--- src/hdl/tx_port_defines.svh ---
// Constants for the transmit cell and packet port
// Summary of operation
// - Far end drives odd parity of data
// - Device checks odd parity in both modes
// - Parity ignored in framer and HDLC modes
// - Write enable low stores data word
// - Write enable high stores nothing
// - Cell space high when one cell fits
// - Level 2: cell space driven after match
// - Level 3: cell space driven two later
// - Packet space high at or above programmed free words
// - Level 2: packet space driven after match
// - Level 3: packet space driven two later
// - Far end pulses start mark on first word
// - Start mark on packet or chunk start
// - Level 3 packet mode: port change takes upper bits as port
// - Chunk start marks packet start beat
// - Port change input used only where valid
// - Flow output driven only on address match when multi_phy is set
`ifndef TX_PORT_DEFINES_SVH
`define TX_PORT_DEFINES_SVH
`define DATA_W        16
`define ADDR_W        5
`define FIFO_DEPTH    32
`define CELL_WORDS    27
`define PORT_LSB      11
`define PORT_MSB      15
`define PORT_ADDR_RST 5'h00
`define PKT_SPACE_RST 6'h08
`endif

--- src/hdl/tx_port_pkg.sv ---
// Types for the transmit cell and packet port
package tx_port_pkg;
  typedef enum logic [1:0] {
    mode_cell,
    mode_packet,
    mode_chunk,
    mode_other
  } port_mode_t;
  typedef enum logic {
    level_2,
    level_3
  } port_level_t;
endpackage
--- src/hdl/tx_port_if.sv ---
// Pins between the link processor and the transmit port
`timescale 1ns/100ps
interface tx_port_if;
  logic [15:0] data_bus;
  logic        parity_in;
  logic        write_enable_n;
  logic        start_mark;
  logic        port_change;
  logic [4:0]  port_address_bus;
  logic        space_available_o;
  logic        space_available_oe_n;
  wire         space_available;
  assign space_available = space_available_oe_n ? 1'b0 : space_available_o;
  modport device (
    input  data_bus,
    input  parity_in,
    input  write_enable_n,
    input  start_mark,
    input  port_change,
    input  port_address_bus,
    output space_available_o,
    output space_available_oe_n
  );
  modport far_end (
    output data_bus,
    output parity_in,
    output write_enable_n,
    output start_mark,
    output port_change,
    output port_address_bus,
    input  space_available
  );
endinterface

--- src/hdl/tx_fifo.sv ---
// Flop-based FIFO with valid and ready on both sides
`timescale 1ns/100ps
module tx_fifo #(
  parameter int WIDTH = 18,
  parameter int DEPTH = 32
) (
  input  wire logic                   clk,
  input  wire logic                   rst,
  input  wire logic [WIDTH-1:0]       in_data,
  input  wire logic                   in_valid,
  output logic                        in_ready,
  output logic [WIDTH-1:0]            out_data,
  output logic                        out_valid,
  input  wire logic                   out_ready,
  output logic [$clog2(DEPTH+1)-1:0]  free_count
);
  localparam int AW = $clog2(DEPTH);
  localparam int CW = $clog2(DEPTH+1);
  logic [WIDTH-1:0] mem [DEPTH];
  logic [AW-1:0]    wr_ptr;
  logic [AW-1:0]    rd_ptr;
  logic [CW-1:0]    count;
  logic [AW-1:0]    next_wr_ptr;
  logic [AW-1:0]    next_rd_ptr;
  logic [CW-1:0]    next_count;
  logic             push;
  logic             pop;

  always_comb begin
    in_ready    = (count != CW'(DEPTH));
    out_valid   = (count != '0);
    out_data    = mem[rd_ptr];
    free_count  = CW'(DEPTH) - count;
    push        = in_valid && in_ready;
    pop         = out_valid && out_ready;
    next_wr_ptr = push ? ((wr_ptr == AW'(DEPTH-1)) ? '0 : wr_ptr + 1'b1)
                       : wr_ptr;
    next_rd_ptr = pop ? ((rd_ptr == AW'(DEPTH-1)) ? '0 : rd_ptr + 1'b1)
                      : rd_ptr;
    next_count  = count + CW'(push) - CW'(pop);
  end

  always_ff @(posedge clk or posedge rst) begin
    if (rst) begin
      wr_ptr <= '0;
      rd_ptr <= '0;
      count  <= '0;
    end else begin
      wr_ptr <= next_wr_ptr;
      rd_ptr <= next_rd_ptr;
      count  <= next_count;
    end
  end

  always_ff @(posedge clk) begin
    if (push) begin
      mem[wr_ptr] <= in_data;
    end
  end
endmodule // tx_fifo

--- src/hdl/tx_port_device.sv ---
// Device end: transmit port with buffer, parity check and flow control
`timescale 1ns/100ps
`include "tx_port_defines.svh"
module tx_port_device
  import tx_port_pkg::*;
#(
  parameter int DATA_W     = `DATA_W,
  parameter int FIFO_DEPTH = `FIFO_DEPTH,
  parameter int CELL_WORDS = `CELL_WORDS
) (
  input  wire logic              clk,
  input  wire logic              rst,
  tx_port_if.device              bus,
  input  wire port_mode_t        mode,
  input  wire port_level_t       level,
  input  wire logic              multi_phy,
  input  wire logic              wide_bus,
  input  wire logic [4:0]        port_address,
  input  wire logic [5:0]        packet_space_level,
  input  wire logic              parity_error_clear,
  output logic                   parity_error,
  output logic [4:0]             selected_port,
  output logic [DATA_W-1:0]      out_data,
  output logic                   out_start,
  output logic                   out_valid,
  input  wire logic              out_ready
);
  localparam int CW = $clog2(FIFO_DEPTH+1);
  // Pins latched once; the far end runs on the same clock
  logic [DATA_W-1:0] data_s2;
  logic [3:0]        ctl_s2;
  logic              matched, matched_d1;
  logic              next_matched, next_matched_d1;
  logic              next_parity_error;
  logic [4:0]        next_selected_port;
  logic              active_mode, write, parity_bad, space, drive;
  logic              is_start;
  logic [CW-1:0]     free_count;
  logic [DATA_W:0]   fifo_out;

  always_ff @(posedge clk or posedge rst) begin
    if (rst) begin
      data_s2 <= '0;
      ctl_s2  <= 4'h1;
    end else begin
      data_s2 <= bus.data_bus;
      ctl_s2  <= {bus.port_change, bus.start_mark, bus.parity_in,
                  bus.write_enable_n};
    end
  end

  always_comb begin
    active_mode = (mode != mode_other);
    write = active_mode && !ctl_s2[0];
    // Odd parity: data bits plus parity bit must have odd count
    parity_bad = wide_bus ? ~(^{data_s2, ctl_s2[1]})
                          : ~(^{data_s2[7:0], ctl_s2[1]});
    is_start = (mode == mode_chunk) ? (ctl_s2[2] || ctl_s2[3])
                                    : ctl_s2[2];
    next_parity_error = parity_error;
    if (parity_error_clear) begin
      next_parity_error = 1'b0;
    end
    if (write && parity_bad) begin
      next_parity_error = 1'b1;
    end
    next_selected_port = selected_port;
    if (mode == mode_packet && level == level_3 && write &&
        ctl_s2[3]) begin
      next_selected_port = data_s2[`PORT_MSB:`PORT_LSB];
    end
    next_matched = matched;
    // Match taken straight from the pins so the flag drives next cycle
    if (!bus.write_enable_n) begin
      next_matched = (bus.port_address_bus == port_address);
    end
    next_matched_d1 = matched;
    if (mode == mode_cell) begin
      space = free_count >= CW'(CELL_WORDS);
    end else begin
      space = free_count >= CW'(packet_space_level);
    end
    if (!multi_phy) begin
      drive = active_mode;
    end else if (level == level_2) begin
      drive = matched;
    end else begin
      drive = matched && matched_d1;
    end
    bus.space_available_o    = space;
    bus.space_available_oe_n = !drive;
  end

  always_ff @(posedge clk or posedge rst) begin
    if (rst) begin
      parity_error  <= 1'b0;
      selected_port <= `PORT_ADDR_RST;
      matched       <= 1'b0;
      matched_d1    <= 1'b0;
    end else begin
      parity_error  <= next_parity_error;
      selected_port <= next_selected_port;
      matched       <= next_matched;
      matched_d1    <= next_matched_d1;
    end
  end

  tx_fifo #(
    .WIDTH (DATA_W+1),
    .DEPTH (FIFO_DEPTH)
  ) buffer (
    .clk        (clk),
    .rst        (rst),
    .in_data    ({is_start, data_s2}),
    .in_valid   (write),
    .in_ready   (),
    .out_data   (fifo_out),
    .out_valid  (out_valid),
    .out_ready  (out_ready),
    .free_count (free_count)
  );

  always_comb begin
    out_data  = fifo_out[DATA_W-1:0];
    out_start = fifo_out[DATA_W];
  end
endmodule // tx_port_device

--- src/flat_wrapper.sv ---
// flat-port wrapper written by rule: the top's interface ports become plain ports
module tx_port_device_flat import tx_port_pkg::*;
#(
  parameter int DATA_W     = `DATA_W,
  parameter int FIFO_DEPTH = `FIFO_DEPTH,
  parameter int CELL_WORDS = `CELL_WORDS
)
  (clk, rst, mode, level, multi_phy, wide_bus, port_address, packet_space_level, parity_error_clear, parity_error, selected_port, out_data, out_start, out_valid, out_ready, bus_data_bus, bus_parity_in, bus_write_enable_n, bus_start_mark, bus_port_change, bus_port_address_bus, bus_space_available_o, bus_space_available_oe_n);
  tx_port_if bus_i ();
  input  wire logic clk;
  input  wire logic rst;
  input  wire port_mode_t mode;
  input  wire port_level_t level;
  input  wire logic multi_phy;
  input  wire logic wide_bus;
  input  wire logic [4:0] port_address;
  input  wire logic [5:0] packet_space_level;
  input  wire logic parity_error_clear;
  output logic parity_error;
  output logic [4:0] selected_port;
  output logic [DATA_W-1:0] out_data;
  output logic out_start;
  output logic out_valid;
  input  wire logic out_ready;
  input wire logic [$bits(bus_i.data_bus)-1:0] bus_data_bus;
  input wire logic [$bits(bus_i.parity_in)-1:0] bus_parity_in;
  input wire logic [$bits(bus_i.write_enable_n)-1:0] bus_write_enable_n;
  input wire logic [$bits(bus_i.start_mark)-1:0] bus_start_mark;
  input wire logic [$bits(bus_i.port_change)-1:0] bus_port_change;
  input wire logic [$bits(bus_i.port_address_bus)-1:0] bus_port_address_bus;
  output wire logic [$bits(bus_i.space_available_o)-1:0] bus_space_available_o;
  output wire logic [$bits(bus_i.space_available_oe_n)-1:0] bus_space_available_oe_n;
  assign bus_i.data_bus = bus_data_bus;
  assign bus_i.parity_in = bus_parity_in;
  assign bus_i.write_enable_n = bus_write_enable_n;
  assign bus_i.start_mark = bus_start_mark;
  assign bus_i.port_change = bus_port_change;
  assign bus_i.port_address_bus = bus_port_address_bus;
  assign bus_space_available_o = bus_i.space_available_o;
  assign bus_space_available_oe_n = bus_i.space_available_oe_n;
  tx_port_device #(.DATA_W(DATA_W), .FIFO_DEPTH(FIFO_DEPTH), .CELL_WORDS(CELL_WORDS)) u_core (.clk(clk), .rst(rst), .bus(bus_i), .mode(mode), .level(level), .multi_phy(multi_phy), .wide_bus(wide_bus), .port_address(port_address), .packet_space_level(packet_space_level), .parity_error_clear(parity_error_clear), .parity_error(parity_error), .selected_port(selected_port), .out_data(out_data), .out_start(out_start), .out_valid(out_valid), .out_ready(out_ready));
endmodule
--- config.mk ---
export PLATFORM = sky130hd
export DESIGN_NAME = tx_port_device_flat
export DESIGN_NICKNAME = d
export VERILOG_FILES = /design/src/hdl/tx_port_pkg.sv /design/src/hdl/tx_port_if.sv /design/src/hdl/tx_fifo.sv /design/src/hdl/tx_port_device.sv /design/src/flat_wrapper.sv
export VERILOG_INCLUDE_DIRS = /design/src /design/src/hdl
export SDC_FILE = /design/constraint.sdc
export NUM_CORES = 1
export LEC_CHECK = 0
export ABC_AREA = 0
export BUFFER_PORTS_ARGS = -buffer_cell sky130_fd_sc_hd__buf_2
export CAP_MARGIN = 20
export CORE_ASPECT_RATIO = 0.6
export CORE_MARGIN = 3
export CORE_UTILIZATION = 35
export CTS_BUF_LIST = sky130_fd_sc_hd__clkbuf_8 sky130_fd_sc_hd__clkbuf_16
export DETAILED_ROUTE_END_ITERATION = 10
export GPL_TIMING_DRIVEN = 1
export HOLD_SLACK_MARGIN = 0.1
export PLACE_DENSITY = 0.61
export SKIP_LAST_GASP = 1
export SYNTH_ARGS = -nofsm -noshare
export SYNTH_HDL_FRONTEND = slang
export SYNTH_SLANG_ARGS = --single-unit
--- constraint.sdc ---
create_clock -name clk -period 2.55 [get_ports clk]
set_input_delay 0.255 -clock clk [delete_from_list [all_inputs] [get_ports clk]]
set_output_delay 0.255 -clock clk [all_outputs]
set_load 0.02 [all_outputs]
After elaboration in Yosys (flattened, before gate mapping)
Memory sizes are Yosys's and may differ from the RTL's.
Cells that the tools add are included.
Operators by class
  add/sub/neg operators: 5
  order comparisons: 2
  equal/unequal tests: 7
  mux-type cells: 11
  bitwise operators: 2
  reductions and logical operators: 16
Operators by type and width (count)
  $reduce_xor A17 Y1: 1
  $add A5 B1 Y5 const B: 2
  $eq A5 B5 Y1 const B: 2
  $mux W5: 2
  $mux W1: 9
  $reduce_xor A9 Y1: 1
  $logic_and A1 B1 Y1: 8
  $add A6 B1 Y6: 1
  $ge A6 B5 Y1 const B: 1
  $ge A6 B6 Y1: 1
  $ne A6 B6 Y1 const B: 1
  $reduce_bool A6 Y1: 1
  $sub A6 B1 Y6: 1
  $sub A6 B6 Y6 const A: 1
  $eq A5 B5 Y1: 1
  $eq A2 B1 Y1 const B: 1
  $eq A2 B2 Y1 const B: 1
  $logic_not A1 Y1: 2
  $logic_not A2 Y1: 1
  $ne A2 B2 Y1 const B: 1
  $not A1 Y1: 2
  $reduce_bool A2 Y1: 1
  $logic_or A1 B1 Y1: 1
Word-level totals
  register bits after elaboration: 44
  RAM bits: 544
  input bits: 45
  output and inout port bits: 26
  word-level logic and storage cells: 53
  memories: 1
Memories
  u_core.buffer.mem: words 32, width 17, read ports 1, clocked after Yosys merged registers in 0, write ports 1, RTL line tx_fifo.sv:19  | logic [WIDTH-1:0] mem [DEPTH];

Longest topological paths before layout
  depth in word-level cells: 5
  mapped depth: 14
  mapped depth without buffers: 14

Cells and area by module
Synthesis repeated with hierarchy kept, for this count alone.
Second synthesis, totals
  cell total of the unflattened synthesis: 1147
  area, all modules: 23171.0 um^2
Modules (own cells, without submodules)
  tx_fifo: times used 1, cells an instance 1054, area an instance 21979.8 um^2, seq. area each 16736.1 um^2
  tx_port_device: times used 1, cells an instance 93, area an instance 1191.1 um^2, seq. area each 701.9 um^2

Worst setup path before layout
No wires, ideal clock.
  path type: register -> register
  start point: reg u_core.buffer.count[2]
  end point: reg u_core.buffer.count[4]
  setup time: 0.128 ns
  arrival time: 2.587 ns
  data required time: 2.422 ns
  setup slack: -0.164 ns
  stages on the path, launching flop included: 13
  path buffers: 0
  clock period less this slack: 2.714 ns
  cell sequence: dfrtp_1 inv_1 ha_1 a31oi_1 inv_1 ha_1 inv_1 ha_1 inv_1 fa_1 o21bai_1 a21oi_1 xor2_1
On the way
  cells in the longest elaborated chain, start to end: 4
  elaborated cells between the ends (all ways): 6
  classes of those cells: 2 x add/sub; 1 x eq/ne; 3 x reduce/logical
RTL lines
  start, declared: RTL line tx_fifo.sv:22  | logic [CW-1:0] count;
  start signal, assigned: RTL line tx_fifo.sv:51  | count <= next_count;
  $ne A6 B6 Y1: RTL line tx_fifo.sv:30  | in_ready = (count != CW'(DEPTH));
  $logic_and A1 B1 Y1: RTL line tx_fifo.sv:34  | push = in_valid && in_ready;
  $add A6 B1 Y6: RTL line tx_fifo.sv:40  | next_count = count + CW'(push) - CW'(pop);
  $sub A6 B1 Y6 (*): RTL line tx_fifo.sv:40
  named net u_core.buffer.next_count[4]: RTL line tx_fifo.sv:25  | logic [CW-1:0] next_count;
Mark *: on every way through the listed nets, which the timed path passes. The rest lies on a longest branch.
A chain may end at the register's enable or synchronous reset.

Worst setup path after layout
  start point: reg u_core.buffer.rd_ptr[0]
  end point: out out_data[13]
On the way
  cells in the longest elaborated chain, start to end: 1
RTL lines
  start, declared: RTL line tx_fifo.sv:21  | logic [AW-1:0] rd_ptr;
  start signal, assigned: RTL line tx_fifo.sv:50  | rd_ptr <= next_rd_ptr;
  $mem_v2 Z32 W17
  end, declared: RTL line flat_wrapper.sv:21  | output logic [DATA_W-1:0] out_data;
No other way between the ends.

==> qor_table.md <==
| Parameter | Reported | Unit |
|:---|:---|:---|
| # Max-Cap Violations | 0 | - |
| Proportion of layout cells with a drive suffix above 1 | 0.394 | - |
| Clock buffer count from CTS | 50 | - |
| Remaining number of nets flagged by the antenna check after routing | 0 | - |
| Async S/R FF share, synth | 0.0748 | - |
| Via count | 11089 | - |
| Total number of yosys warnings | 0 | - |
| Flop and latch count out of synthesis | 588 | - |
| Final setup skew | 0.0225 | ns |
| Number of hold-slack violations in the final timing report | 0 | - |
| Die ar. | 69000 | sq um |
| Unrepaired setup endpoints after global routing | true | - |
| Startpoint of the lowest-slack register-to-register path | u_core.buffer.count[5] | - |
| Final Non-Filler Cells | 2131 | - |
| Antenna violations before repair | 1 | - |
| Synthesis-to-finish area growth | 20.4 | % |
| Crit. End Element | primary output | - |
| Routed wl met2 | 23100 | microns |
| Port Buf Inserts | 70 | - |
| Clock buffer depth | 3 | - |
| Dominant combinational cell family by area after synthesis | multiplexers | - |
| Top sig layer | met4 | - |
| Row count | 72 | - |
| Period utilisation layout | 1.26 | - |
| Time the worst path needs with I/O delays and setup | 3.21 | ns |
| Worst r2r dst | u_core.buffer.count[4] | - |
| Synthesized-area fraction occupied by adder cells | 0.0150 | - |
| Synthesized instance count | 1015 | - |
| VDD IR-drop max | 0.000896 | V |
| Number of nets produced by synthesis | 1087 | - |
| Critical path launch point type | flip-flop | - |
| Placed cells | 1997 | - |
| Share of synthesized cell area in and, or, nand and nor gates | 0.0157 | - |
| Hold Worst Slack | 0.170 | ns |
| Failing checks | negative setup slack | - |
| Leakage power | 0.00919 | uW |
| Area fraction of the dominant cell type after synthesis | 0.710 | - |
| Library cell used as clock root buffer | clkbuf_16 | - |
| Maximum fanout encountered on the critical timing path | 13 | - |
| Commonest non-fill, non-tap cell in the layout | edfxtp_1 | - |
| Fill cell instance count of the final layout | 5541 | - |
| Half-perimeter wire length of the detailed placement result | 32400 | microns |
| Slack of the worst reg-to-reg path | 0.13 | ns |
| Total grt overflow | 0 | - |
| I/O Pins | 71 | - |
| Maximum number of pins on one net before global-route repair | 47 | - |
| Die span in x | 337 | microns |
| Main area contributors after synthesis | edfxtp_1, mux4_2, dfrtp_1 | - |
| Run status | finished, violations left | - |
| Routed length on met1 | 25500 | microns |
| Critical setup path kind | reg2out | - |
| Min setup slack post-route | -0.664 | ns |
| Final wirelength | 52900 | microns |
| Pins over their slew limit | 0 | - |
| DR pass1 iterations | 5 | - |
| Post-Syn Area | 23000 | sq um |
| Kind of path behind the tightest hold check | in2reg | - |
| Clock tree sinks | 588 | - |
| Sequential area share after synthesis | 0.758 | - |
| Via count of the first global-routing pass | 11503 | - |
| Cell count of the worst reg-to-reg path | 11 | - |
| Power per cell area | 970 | nW/um^2 |
| Detailed Route Iter0 Violations | 1172 | - |
| Weighted congestion reported at the end of routability-driven placement | 0.755 | - |
| Crit path required time | 2.30 | ns |
| Commonest cells after routing, fill and taps aside | edfxtp_1, mux4_2, buf_4, buf_2, clkbuf_16 | - |
| Count of unique library cells instantiated by Yosys | 38 | - |
| XOR/XNOR Fraction of Synth Area | 0.0110 | - |
| Cell count of the worst hold path | 5 | - |
| Clock tree from TritonCTS | yes | - |
| Setup violation total in the final timing report | 18 | - |
| Effective utilization at floorplan | 0.355 | - |
| Tightest Pin Transition | 0.744 | ns |
| Number of synthesized flops with an enable pin | 544 | - |
| Core box area | 64800 | sq um |
| Routed length per instance | 24.8 | microns |
| Global-route wire length before repair | 77800 | microns |
| End of the critical path | out_data[13] | - |
| Worst max-slew margin expressed relative to the limit | 0.504 | - |
| Vias per Instance | 5.20 | - |
| Die H | 205 | microns |
| Worst setup path startpoint | u_core.buffer.rd_ptr[0] | - |
| Yosys top cell by area | edfxtp_1 | - |
| Data arrival, critical path | 2.96 | ns |
| Drt drc | 0 | - |
| Post-synthesis area per instance | 22.7 | sq um |
| Top flip-flop cell by instance count after synthesis | edfxtp_1 | - |
| Clock latency reported for the late side of the worst-skew pair | 0.59 | ns |
| # nets final | 1311 | - |
| Overall global routing resource usage | 0.155 | - |
| Highest attainable clock frequency | 0.311 | GHz |
| Mux cell area share after synthesis | 0.180 | - |
| Total met3 wirelength after detailed routing | 3760 | microns |
| CTS clk-pin slew, worst paths | 0.06 | ns |
| Compound-cell area share of the yosys netlist | 0.00756 | - |
| Deepest level of the CTS H-tree | 2 | - |
[cells in the mapped netlist, types with 10 or more instances]
master and number:
o21ai_0 10, ha_1 26, inv_1 23, mux2_2 25, nand2_1 17, dfrtp_1 43, buf_2 10, edfxtp_1 544
clkbuf_1 18, nor2_1 40, mux4_2 161, xnor2_1 21
[metrics by stage]
| step | utilization | setup TNS (ns) | total power, uW | setup slack [ns] | area [sq um] |
|---|---|---|---|---|---|
| 2_1_floorplan | - | 0 | 16500 | 0.00131 | 23000 |
| 3_3_place_gp | 0.396 | -0.714 | 19300 | -0.0879 | 25600 |
| 3_5_place_dp | 0.396 | -0.713 | 19400 | -0.0803 | 25600 |
| 4_1_cts | 0.426 | -11.32 | 27000 | -0.686 | 27600 |
| 5_1_grt | 0.428 | -11.95 | 28100 | -0.714 | 27700 |
| 6_report | 0.428 | -10.48 | 26900 | -0.664 | 27700 |
[metal layers]
metal	GRT usage	up-vias
li1	-	4677
met1	0.245	5955
met2	0.222	404
met3	0.0307	53
met4	0.0273	0
met5	0	-
[timing repair]
action | 4_1_cts | 5_1_grt
hold buffers | 27 | 0
buffers inserted | 7 | 4
cloned | 1 | 2
pin swaps | 0 | 1
endpoints found under the hold margin | 51 | 0
endpoints found under the setup margin | 19 | 20
gates resized for setup | 17 | 13
[critical path, cell delays in order (launching register included)]
cell and delay, ns:
dfrtp_4 0.48, buf_12 0.19, buf_12 0.17, mux4_2 0.54, mux4_2 0.48, mux2_2 0.32, buf_2 0.17
[report_power, final]
group	leakage, uW	switching [uW]	internal [uW]
clock	0.000787	3450	3940
combinational	0.00299	4080	4020
sequential	0.00541	305	11100
[how the worst min path moves through the flow]
stage	startpoint	end	slack (ns)
global placement	bus_data_bus[2]	u_core.data_s2[2]	0.36
CTS	out_ready	u_core.buffer.rd_ptr[3]	0.15
floorplan	bus_write_enable_n	u_core.ctl_s2[0]	0.26
detailed placement	bus_data_bus[10]	u_core.data_s2[10]	0.37
global route	out_ready	u_core.buffer.rd_ptr[1]	0.18
finish	out_ready	u_core.buffer.rd_ptr[3]	0.17
[area by class of cell]
class,instances,area (sq um),area share
antenna,1,2.50,0.0000903
clock buffer,51,1280,0.0460
clock inverter,41,273,0.00984
inverter,23,86.3,0.00312
multi-input combinational,360,5450,0.197
sequential,588,17400,0.630
tap,851,1060,0.0384
timing repair buffer,216,2110,0.0763
[state kept, by name (all words and copies together) (netlist names)]
register,flops
u_core.selected_port,5
u_core.buffer.count,6
u_core.buffer.wr_ptr,5
u_core.buffer.rd_ptr,5
u_core.buffer.mem,544
u_core.matched,1
u_core.parity_error,1
u_core.matched_d1,1
u_core.ctl_s2,4
u_core.data_s2,16
[cell families (layout without fill, tap and decap cells)]
kind of cell	after synthesis	after routing
DFF	588	588
muxes	195	195
and+or+nand+nor	80	80
buffers and inverters	67	331
AOI/OAI and AO/OA	29	29
xor gates and xnor gates	29	29
adders and majority gates	27	27
other	0	1
(Power assumes the default switching activity.)
